$ cat src/logic/mposs_pkg.sv
package mposs_pkg;

    // ------------------------------------------------------------
    // Object indices
    // ------------------------------------------------------------
    localparam logic [15:0] IDX_SERVO_OFF_SEQ  = 16'h3506;
    localparam logic [15:0] IDX_LOSS_SEQ       = 16'h3507;
    localparam logic [15:0] IDX_LV_TRIP_SEL    = 16'h3508;
    localparam logic [15:0] IDX_DETECT_TIME    = 16'h3509;
    localparam logic [15:0] IDX_ALARM_SEQ      = 16'h3510;
    localparam logic [15:0] IDX_LINK_LOSS_SEL  = 16'h6007;
    localparam logic [15:0] IDX_PROFILE_DECEL  = 16'h6084;
    localparam logic [15:0] IDX_EMERG_DECEL    = 16'h6085;
    localparam logic [15:0] IDX_TORQUE_RAMP    = 16'h6087;
    localparam logic [15:0] IDX_HOMING_ACCEL   = 16'h609a;
    localparam logic [15:0] IDX_UPPER_DECEL    = 16'h60c6;

    // ------------------------------------------------------------
    // Ranges
    // ------------------------------------------------------------
    localparam logic [15:0] REACTION_MAX  = 16'h0003;
    localparam logic [15:0] SEQ_MAX       = 16'h0009;
    localparam logic [15:0] ALARM_SEQ_MAX = 16'h0007;
    localparam logic [15:0] LV_TRIP_MAX   = 16'h0003;
    localparam logic [15:0] DETECT_MIN    = 16'h0014;
    localparam logic [15:0] DETECT_MAX    = 16'h07d0;
    localparam logic [15:0] OPT_STOP_SEQ  = 16'h0000;

    localparam int LV_TRIP_BIT = 0;
    localparam int LV_WARN_BIT = 1;

    localparam logic [15:0] REACT_NONE     = 16'h0000;
    localparam logic [15:0] REACT_FAULT    = 16'h0001;
    localparam logic [15:0] REACT_SHUTDOWN = 16'h0002;
    localparam logic [15:0] REACT_QSTOP    = 16'h0003;

    // ------------------------------------------------------------
    // Reset values
    // ------------------------------------------------------------
    localparam logic [15:0] DEF_REACTION = 16'h0000;
    localparam logic [15:0] DEF_SEQ      = 16'h0000;
    localparam logic [15:0] DEF_LV_TRIP  = 16'h0000;
    localparam logic [15:0] DEF_DETECT   = 16'h0046;
    localparam logic [31:0] DEF_RATE     = 32'h0000_0000;

    // ------------------------------------------------------------
    // Timing
    // ------------------------------------------------------------
    localparam int CLK_PERIOD_NS = 100;
    localparam int MS_NS         = 1000000;
    localparam int CYC_PER_MS    = MS_NS / CLK_PERIOD_NS;

    typedef enum logic [2:0] {
        SRC_PROFILE  = 3'h0,
        SRC_FAULT    = 3'h1,
        SRC_SHUTDOWN = 3'h2,
        SRC_QSTOP    = 3'h3,
        SRC_SERVOOFF = 3'h4,
        SRC_LOSS     = 3'h5,
        SRC_ALARM    = 3'h6
    } mposs_src_e;

    typedef struct packed {
        logic [15:0] index;
        logic [31:0] data;
    } mposs_obj_s;

    typedef struct packed {
        logic bus_uv;
        logic trip;
        logic fault;
    } mposs_err_s;

endpackage : mposs_pkg

$ cat src/logic/mposs_main_power_off.sv
// Overview of operation
// - On main AC loss the reaction select picks hold, fault reaction, shutdown or quick stop.
// - Reaction 0 suppresses the profile deceleration on power loss in favour of the drive's own.
// - Profile deceleration stays in effect until main AC loss is declared only for reactions 1 to 3 with a nonzero option.
// - A DC bus undervoltage raises the bus undervoltage error first and stops by the alarm sequence.
// - The detection time is accepted from 20 to 2000 ms.
// - The power loss sequence (0 to 9) applies once detection elapses with trip bit0 at 0 (except reaction 1, option 0) or reaction 2 or 3 with option 0.
// - The power loss sequence sets the motor state while decelerating and after the stop.
// - A detection time of 2000 disables main AC loss detection.
// - With trip bit0 at 1 an elapsed detection time raises the trip error and the alarm stop under reaction 0, or reactions 1 to 3 with a nonzero option.
// - The low voltage trip select takes 0 to 3 and chooses trip, deceleration or warning.
`timescale 1ns/1ps
`default_nettype none
module mposs_main_power_off
    import mposs_pkg::*;
#(
    parameter int CYC_MS = CYC_PER_MS
) (
    input  wire logic        CORE_CLK,        // Control clock, 10 MHz
    input  wire logic        RESET_N,         // Asynchronous reset
    input  wire logic        OBJ_WR,          // Object write strobe
    input  wire logic        OBJ_RD,          // Object read strobe
    input  wire mposs_obj_s  OBJ_REQ,         // Index and write data
    output logic [31:0]      OBJ_RDATA,       // Read data
    output logic             OBJ_ACK,         // Access done pulse
    output logic             OBJ_REFUSED,     // Access refused pulse
    input  wire logic [15:0] FAULT_OPT,       // Fault reaction select
    input  wire logic [15:0] SHUTDOWN_OPT,    // Shutdown reaction select
    input  wire logic [15:0] QSTOP_OPT,       // Emergency stop reaction select
    input  wire logic        MAIN_AC_PRESENT, // Main AC pin
    input  wire logic        BUS_UNDERVOLT,   // DC bus low pin
    input  wire logic        DECEL_DONE,      // Motor stopped
    input  wire logic        ERR_CLEAR,       // Error reset
    output mposs_src_e       DECEL_SOURCE,    // Active deceleration source
    output logic [3:0]       STOP_SEQ,        // Drive-side sequence value
    output logic             PROFILE_EN,      // Profile deceleration allowed
    output logic             POWER_OFF,       // Main power off declared
    output logic             POWER_WARN,      // Main power off warning
    output mposs_err_s       ERRORS           // Latched errors
);

    // ------------------------------------------------------------
    // Object storage
    // ------------------------------------------------------------
    logic [15:0] servo_off_seq;
    logic [15:0] loss_seq;
    logic [15:0] lv_trip;
    logic [15:0] detect_time;
    logic [15:0] alarm_seq;
    logic [15:0] reaction;
    logic [31:0] rate_mem [5];

    wire hit_soff  = OBJ_REQ.index == IDX_SERVO_OFF_SEQ;
    wire hit_loss  = OBJ_REQ.index == IDX_LOSS_SEQ;
    wire hit_lv    = OBJ_REQ.index == IDX_LV_TRIP_SEL;
    wire hit_det   = OBJ_REQ.index == IDX_DETECT_TIME;
    wire hit_alarm = OBJ_REQ.index == IDX_ALARM_SEQ;
    wire hit_react = OBJ_REQ.index == IDX_LINK_LOSS_SEL;
    wire [15:0] wd = OBJ_REQ.data[15:0];
    wire hi_zero   = OBJ_REQ.data[31:16] == 16'h0000;

    logic [2:0] rate_idx;
    logic       hit_rate;
    always_comb
    begin
        hit_rate = 1'b1;
        rate_idx = 3'h0;
        if (OBJ_REQ.index == IDX_PROFILE_DECEL)
            rate_idx = 3'h0;
        else if (OBJ_REQ.index == IDX_EMERG_DECEL)
            rate_idx = 3'h1;
        else if (OBJ_REQ.index == IDX_TORQUE_RAMP)
            rate_idx = 3'h2;
        else if (OBJ_REQ.index == IDX_HOMING_ACCEL)
            rate_idx = 3'h3;
        else if (OBJ_REQ.index == IDX_UPPER_DECEL)
            rate_idx = 3'h4;
        else
            hit_rate = 1'b0;
    end

    // Out-of-range values are refused so the sequencer never sees them
    wire ok_soff  = hit_soff  && hi_zero && wd <= SEQ_MAX;
    wire ok_loss  = hit_loss  && hi_zero && wd <= SEQ_MAX;
    wire ok_lv    = hit_lv    && hi_zero && wd <= LV_TRIP_MAX;
    wire ok_det   = hit_det   && hi_zero && wd >= DETECT_MIN
                    && wd <= DETECT_MAX;
    wire ok_alarm = hit_alarm && hi_zero && wd <= ALARM_SEQ_MAX;
    wire ok_react = hit_react && hi_zero && wd <= REACTION_MAX;
    wire wr_ok    = ok_soff | ok_loss | ok_lv | ok_det | ok_alarm | ok_react | hit_rate;
    wire rd_hit   = hit_soff | hit_loss | hit_lv | hit_det | hit_alarm | hit_react | hit_rate;

    logic [31:0] rd_val;
    always_comb
    begin
        rd_val = 32'h0000_0000;
        if (hit_soff)
            rd_val = {16'h0000, servo_off_seq};
        else if (hit_loss)
            rd_val = {16'h0000, loss_seq};
        else if (hit_lv)
            rd_val = {16'h0000, lv_trip};
        else if (hit_det)
            rd_val = {16'h0000, detect_time};
        else if (hit_alarm)
            rd_val = {16'h0000, alarm_seq};
        else if (hit_react)
            rd_val = {16'h0000, reaction};
        else if (hit_rate)
            rd_val = rate_mem[rate_idx];
    end

    always_ff @(posedge CORE_CLK or negedge RESET_N)
    begin
        if (!RESET_N)
        begin
            servo_off_seq <= DEF_SEQ;
            loss_seq      <= DEF_SEQ;
            lv_trip       <= DEF_LV_TRIP;
            detect_time   <= DEF_DETECT;
            alarm_seq     <= DEF_SEQ;
            reaction      <= DEF_REACTION;
            for (int i = 0; i < 5; i++)
                rate_mem[i] <= DEF_RATE;
        end
        else if (OBJ_WR)
        begin
            if (ok_soff)  servo_off_seq <= wd;
            if (ok_loss)  loss_seq      <= wd;
            if (ok_lv)    lv_trip       <= wd;
            if (ok_det)   detect_time   <= wd;
            if (ok_alarm) alarm_seq     <= wd;
            if (ok_react) reaction      <= wd;
            if (hit_rate) rate_mem[rate_idx] <= OBJ_REQ.data;
        end
    end

    always_ff @(posedge CORE_CLK or negedge RESET_N)
    begin
        if (!RESET_N)
        begin
            OBJ_RDATA   <= 32'h0000_0000;
            OBJ_ACK     <= 1'b0;
            OBJ_REFUSED <= 1'b0;
        end
        else
        begin
            OBJ_RDATA   <= (OBJ_RD && rd_hit) ? rd_val : OBJ_RDATA;
            OBJ_ACK     <= (OBJ_WR && wr_ok) || (OBJ_RD && rd_hit);
            OBJ_REFUSED <= (OBJ_WR && !wr_ok) || (OBJ_RD && !rd_hit);
        end
    end

    // ------------------------------------------------------------
    // Pin synchronisers
    // ------------------------------------------------------------
    logic [2:0] ac_sync;
    logic [2:0] uv_sync;
    logic       ac_ok;
    logic       pn_low;
    always_ff @(posedge CORE_CLK or negedge RESET_N)
    begin
        if (!RESET_N)
        begin
            ac_sync <= 3'h7;
            uv_sync <= 3'h0;
            ac_ok   <= 1'b1;
            pn_low  <= 1'b0;
        end
        else
        begin
            ac_sync <= {ac_sync[1:0], MAIN_AC_PRESENT};
            uv_sync <= {uv_sync[1:0], BUS_UNDERVOLT};
            ac_ok   <= (ac_sync[1] == ac_sync[2]) ? ac_sync[2] : ac_ok;
            pn_low  <= (uv_sync[1] == uv_sync[2]) ? uv_sync[2] : pn_low;
        end
    end
    wire ac_lost = !ac_ok;

    // ------------------------------------------------------------
    // Absence timer
    // ------------------------------------------------------------
    localparam int PW = $clog2(CYC_MS);
    logic [PW-1:0] pre_cnt;
    logic [15:0]   ms_cnt;
    wire ms_tick      = pre_cnt == PW'(CYC_MS - 1);
    wire detect_on    = detect_time != DETECT_MAX;
    wire declared     = ac_lost && detect_on && ms_cnt >= detect_time;

    always_ff @(posedge CORE_CLK or negedge RESET_N)
    begin
        if (!RESET_N)
        begin
            pre_cnt <= '0;
            ms_cnt  <= 16'h0000;
        end
        else if (!ac_lost)
        begin
            pre_cnt <= '0;
            ms_cnt  <= 16'h0000;
        end
        else
        begin
            pre_cnt <= ms_tick ? '0 : pre_cnt + PW'(1);
            if (ms_tick && ms_cnt < DETECT_MAX)
                ms_cnt <= ms_cnt + 16'h0001;
        end
    end

    // ------------------------------------------------------------
    // Reaction selection
    // ------------------------------------------------------------
    wire trip_sel   = lv_trip[LV_TRIP_BIT];
    wire fault_zero = FAULT_OPT == OPT_STOP_SEQ;
    wire alarm_held = ERRORS.bus_uv || ERRORS.trip || (ERRORS.fault && fault_zero);

    mposs_src_e next_src;
    logic       set_uv;
    logic       set_trip;
    logic       set_fault;
    always_comb
    begin
        next_src  = SRC_PROFILE;
        set_uv    = 1'b0;
        set_trip  = 1'b0;
        set_fault = ac_lost && reaction == REACT_FAULT && DECEL_DONE
                    && DECEL_SOURCE != SRC_PROFILE;
        if (pn_low)
        begin
            set_uv   = 1'b1;
            next_src = SRC_ALARM;
        end
        else if (alarm_held)
            next_src = SRC_ALARM;
        else if (ac_lost)
        begin
            case (reaction)
                REACT_NONE:
                    if (declared)
                    begin
                        set_trip = trip_sel;
                        next_src = trip_sel ? SRC_ALARM : SRC_LOSS;
                    end
                REACT_FAULT:
                    if (fault_zero)
                    begin
                        set_fault = 1'b1;
                        next_src  = SRC_ALARM;
                    end
                    else if (declared)
                    begin
                        set_trip = trip_sel;
                        next_src = trip_sel ? SRC_ALARM : SRC_LOSS;
                    end
                    else
                        next_src = SRC_FAULT;
                REACT_SHUTDOWN:
                    if (declared && (SHUTDOWN_OPT == OPT_STOP_SEQ || !trip_sel))
                        next_src = SRC_LOSS;
                    else if (declared)
                    begin
                        set_trip = 1'b1;
                        next_src = SRC_ALARM;
                    end
                    else
                        next_src = (SHUTDOWN_OPT == OPT_STOP_SEQ) ? SRC_SERVOOFF
                                                                  : SRC_SHUTDOWN;
                default:
                    if (declared && (QSTOP_OPT == OPT_STOP_SEQ || !trip_sel))
                        next_src = SRC_LOSS;
                    else if (declared)
                    begin
                        set_trip = 1'b1;
                        next_src = SRC_ALARM;
                    end
                    else
                        next_src = (QSTOP_OPT == OPT_STOP_SEQ) ? SRC_SERVOOFF
                                                               : SRC_QSTOP;
            endcase
        end
    end

    logic [3:0] next_seq;
    always_comb
    begin
        case (next_src)
            SRC_SERVOOFF: next_seq = servo_off_seq[3:0];
            SRC_LOSS:     next_seq = loss_seq[3:0];
            SRC_ALARM:    next_seq = alarm_seq[3:0];
            default:      next_seq = 4'h0;
        endcase
    end

    // Profile decel is withheld once the drive side owns the stop
    wire next_profile_en = !declared && !(ac_lost && reaction == REACT_NONE)
                           && (next_src == SRC_PROFILE || next_src == SRC_FAULT
                           || next_src == SRC_SHUTDOWN || next_src == SRC_QSTOP);

    always_ff @(posedge CORE_CLK or negedge RESET_N)
    begin
        if (!RESET_N)
        begin
            DECEL_SOURCE <= SRC_PROFILE;
            STOP_SEQ     <= 4'h0;
            PROFILE_EN   <= 1'b1;
            POWER_OFF    <= 1'b0;
            POWER_WARN   <= 1'b0;
            ERRORS       <= '0;
        end
        else
        begin
            DECEL_SOURCE  <= next_src;
            STOP_SEQ      <= next_seq;
            PROFILE_EN    <= next_profile_en;
            POWER_OFF     <= declared;
            POWER_WARN    <= declared && lv_trip[LV_WARN_BIT];
            // A new event in the clear cycle keeps its flag
            ERRORS.bus_uv <= set_uv    || (ERRORS.bus_uv && !ERR_CLEAR);
            ERRORS.trip   <= set_trip  || (ERRORS.trip   && !ERR_CLEAR);
            ERRORS.fault  <= set_fault || (ERRORS.fault  && !ERR_CLEAR);
        end
    end
endmodule : mposs_main_power_off
`default_nettype wire

$ cat config.mk
export PLATFORM = sky130hd
export DESIGN_NAME = mposs_main_power_off
export DESIGN_NICKNAME = d
export VERILOG_FILES = /design/src/logic/mposs_pkg.sv /design/src/logic/mposs_main_power_off.sv
export SDC_FILE = /design/constraint.sdc
export NUM_CORES = 1
export LEC_CHECK = 0
export BUFFER_PORTS_ARGS = -buffer_cell sky130_fd_sc_hd__buf_4
export CAP_MARGIN = 20
export CORE_MARGIN = 2
export CORE_UTILIZATION = 40
export CTS_CLUSTER_DIAMETER = 80
export DETAILED_ROUTE_END_ITERATION = 16
export GPL_ROUTABILITY_DRIVEN = 0
export SETUP_SLACK_MARGIN = 0.1
export SLEW_MARGIN = 20
export SYNTH_ARGS = -nofsm -noshare
export SYNTH_HDL_FRONTEND = slang
export SYNTH_SLANG_ARGS = --single-unit
$ cat constraint.sdc
create_clock -name CORE_CLK -period 3.5 [get_ports CORE_CLK]
set_input_delay 0.7 -clock CORE_CLK [delete_from_list [all_inputs] [get_ports CORE_CLK]]
set_output_delay 0.7 -clock CORE_CLK [all_outputs]
set_load 0.02 [all_outputs]
==> impl_results.md <==
* Async set-reset flop share out of synthesis at 1.00
* Status: complete, no violations
* CP required at 3.94 ns
* Synthesized cell area at 15900 um^2
* Final net count at 1675
* Worst Path Arrival at 3.26 ns
* Core Footprint at 39500 um^2
* R2R setup slack at 0.69 ns
* Syn Area/Cell at 11.6 um^2
* Unrepaired setup endpoints after global routing: false
* Post-Syn Nets at 1498
* Row count at 73
* Largest cells by area after synthesis: dfrtp_1 (52%), mux2_2 (12%), and2_1 (3.1%), nand2_1 (2.5%), mux2i_1 (1.9%)
* Post-synth EDFFs at 0
* Net Sw Power at 1900 uW
* Initial antenna violation count at 0
* Cells after Synth at 1376
* Top_reg_cell synth: dfrtp_1
* Fmax at 354 MHz
* First-pass GRT wire length at 70600 um
* Area delta synth->final at 20.2%
* Fin Clk Skew at 0.0249 ns
* Drt first-iter violations at 819
* PwrDens at 429 nW/um^2
* Routed WL at 45200 um
* Synth top area share at 0.524
* Synth warnings at 0
* DRT Pass-1 Iters at 5
* Crit share post-route at 0.806
* Grt ovf at 0
* CTS clk-pin slew, worst paths at 0.06 ns
* Number of global-route vias before repair at 12200
* Final Util at 0.485
* Worst-path maximum fanout at 50
* I/O Buffers at 150
* Clk buf depth at 3
* Final hold vios at 0
* Via density per instance at 5.60
* Number of antenna diodes at 0
* Top-count cell post-synth: dfrtp_1
* Drt wl/cell at 21.4 um
* Gr usage total at 0.221
* CP Capture Type: flip-flop
* Peak VDD IR at 0.330 mV
* DP Wirelength at 31300 um
* Starting Density at 0.403
* Setup TNS at 0 ns
* Layout cells sized above 1 at 0.300
* Chip Width at 203 um
* Int Power at 6300 uW
* Remaining antenna violation count at 0
* Post-synth top cells: dfrtp_1 (333), mux2_2 (167), nand2_1 (104)
* CTS tree: done
* Setup crit start kind: primary input
* CTS resizes at 0
* Slew Viols, Final at 0
* Worst relative slew slack at 0.430
* Via count at 11800
* Post-synth top area cell: dfrtp_1
* Die height at 203 um
* Comb pwr share at 0.044
* Hold-fix buffers, CTS at 0
* Root Buffer: clkbuf_16
* Clock Latency Late Sink at 0.57 ns
* Leakage at 0.00934 uW
* Max_cap viols at 0
* Setup CP Type: in -> reg
* Final setup viols at 0
* Clock network fraction of total power at 0.470
* Hold Crit Class: in -> async
* Register area share after synthesis at 0.537
* Post-synthesis register bit count at 341
* Netlist cell types at 82
* DRC Markers at 0
* Clock sinks at 341
* Largest net degree at the start of global routing at 85
* TritonCTS buffer count at 39
* Part of the power in registers at 0.486
* Net Sw Frac at 0.232
* H-tree Lvls at 2
* Post-layout min period at 2.82 ns
* Setup repair bufs after CTS at 0
* Worst slew pin tran at 0.855 ns
* Ports at 151
* Full die area at 41400 um^2
-- stage by stage --
stage	power, uW	instances	cell area (um^2)	hold WS [ns]	setup slack, ns
floorplan	4150	1376	15900	0.331	0.670
global placement	4420	2037	17900	0.335	0.193
detailed placement	4430	2037	17900	0.345	0.107
CTS	8310	2107	19100	0.171	0.684
global route	8510	2107	19100	0.202	0.469
finish	8210	2107	19100	0.166	0.678
-- critical path: stages --
cell	delay, ns
buf_4	0.13
or3b_1	0.49
buf_4	0.21
or2_4	0.27
nor3_4	0.27
buf_12	0.29
or3_1	0.24
o41a_4	0.35
o21ai_0	0.14
a2bb2oi_1	0.14
-- layer usage --
layer  share of wire  vias up  GRT usage
met2            0.49      361      0.374
li1                -     5415          -
met5               0        -          0
met1            0.42     5945      0.280
met3           0.063       83     0.0554
met4           0.027        0     0.0644
-- cell usage in the layout, fill, tap and decap left out, types with 6 or more instances in the layout --
| master | count |
|---|---|
| a222oi_1 | 15 |
| nor3_1 | 14 |
| buf_12 | 7 |
| dfstp_2 | 8 |
| o21ai_1 | 16 |
| and4_1 | 6 |
| a221oi_1 | 12 |
| dfrtp_1 | 333 |
| clkbuf_1 | 16 |
| buf_4 | 206 |
| o311ai_1 | 8 |
| xnor2_1 | 7 |
| nand2_1 | 104 |
| or3_1 | 6 |
| o21a_1 | 10 |
| clkbuf_16 | 39 |
| a21oi_1 | 45 |
| and2_1 | 79 |
| mux2i_1 | 30 |
| nor2b_1 | 6 |
| nand3_1 | 18 |
| nand2b_1 | 9 |
| o311a_1 | 11 |
| o21ai_0 | 54 |
| mux2_1 | 11 |
| mux2_2 | 167 |
| a211oi_1 | 20 |
| xor2_1 | 11 |
| and3_1 | 20 |
| nor4_1 | 24 |
| ha_1 | 18 |
| o22ai_1 | 34 |
| nand4_1 | 20 |
| inv_1 | 36 |
| nor2_1 | 53 |
-- layout make-up --
type                            count  area (um^2)
Fill cell                        3659        20300
Sequential cell                   341         8540
Multi-Input combinational cell    921         6890
Timing Repair Buffer              214         1700
Clock buffer                       60         1100
Tap cell                          525          657
Inverter                           36          135
Clock inverter                     10         97.6
-- state kept, by name, summed over array words and instances, names as in the netlist, 4 cells and up --
name	flops
detect_time	16
lv_trip	16
reaction	16
STOP_SEQ	4
pre_cnt	14
OBJ_RDATA	32
rate_mem	160
alarm_seq	16
loss_seq	16
servo_off_seq	16
ms_cnt	16
-- cell families after synthesis --
family	after synthesis	synth area share
compound gates	274	0.119
xor+xnor	18	0.00990
fa+ha+maj	20	0.0154
buf+inv	114	0.0322
flops	341	0.537
mux	208	0.145
simple gates	401	0.142
-- path summary, 6_finish.rpt --
| path | start | end | depth (start not counted) |
|---|---|---|---|
| max | OBJ_REQ[35] | OBJ_RDATA[11] | 10 |
| min | RESET_N | servo_off_seq[1] | 1 |
| max reg2reg | detect_time[14] | STOP_SEQ[3] | 11 |
| min reg2reg | uv_sync[0] | uv_sync[1] | 0 |
| max in group asynchronous | RESET_N | detect_time[6] | 2 |
| min in group CORE_CLK | BUS_UNDERVOLT | uv_sync[0] | 1 |
-- power by group through the flow --
stage	Clock [uW]	Sequential, uW	Combinational, uW
floorplan	0	4060	93.2
global placement	0	4060	365
detailed placement	0	4060	370
CTS	3950	3990	370
global route	4120	3990	403
finish	3850	3990	364
No activity file was read; power rests on OpenSTA's default activity.
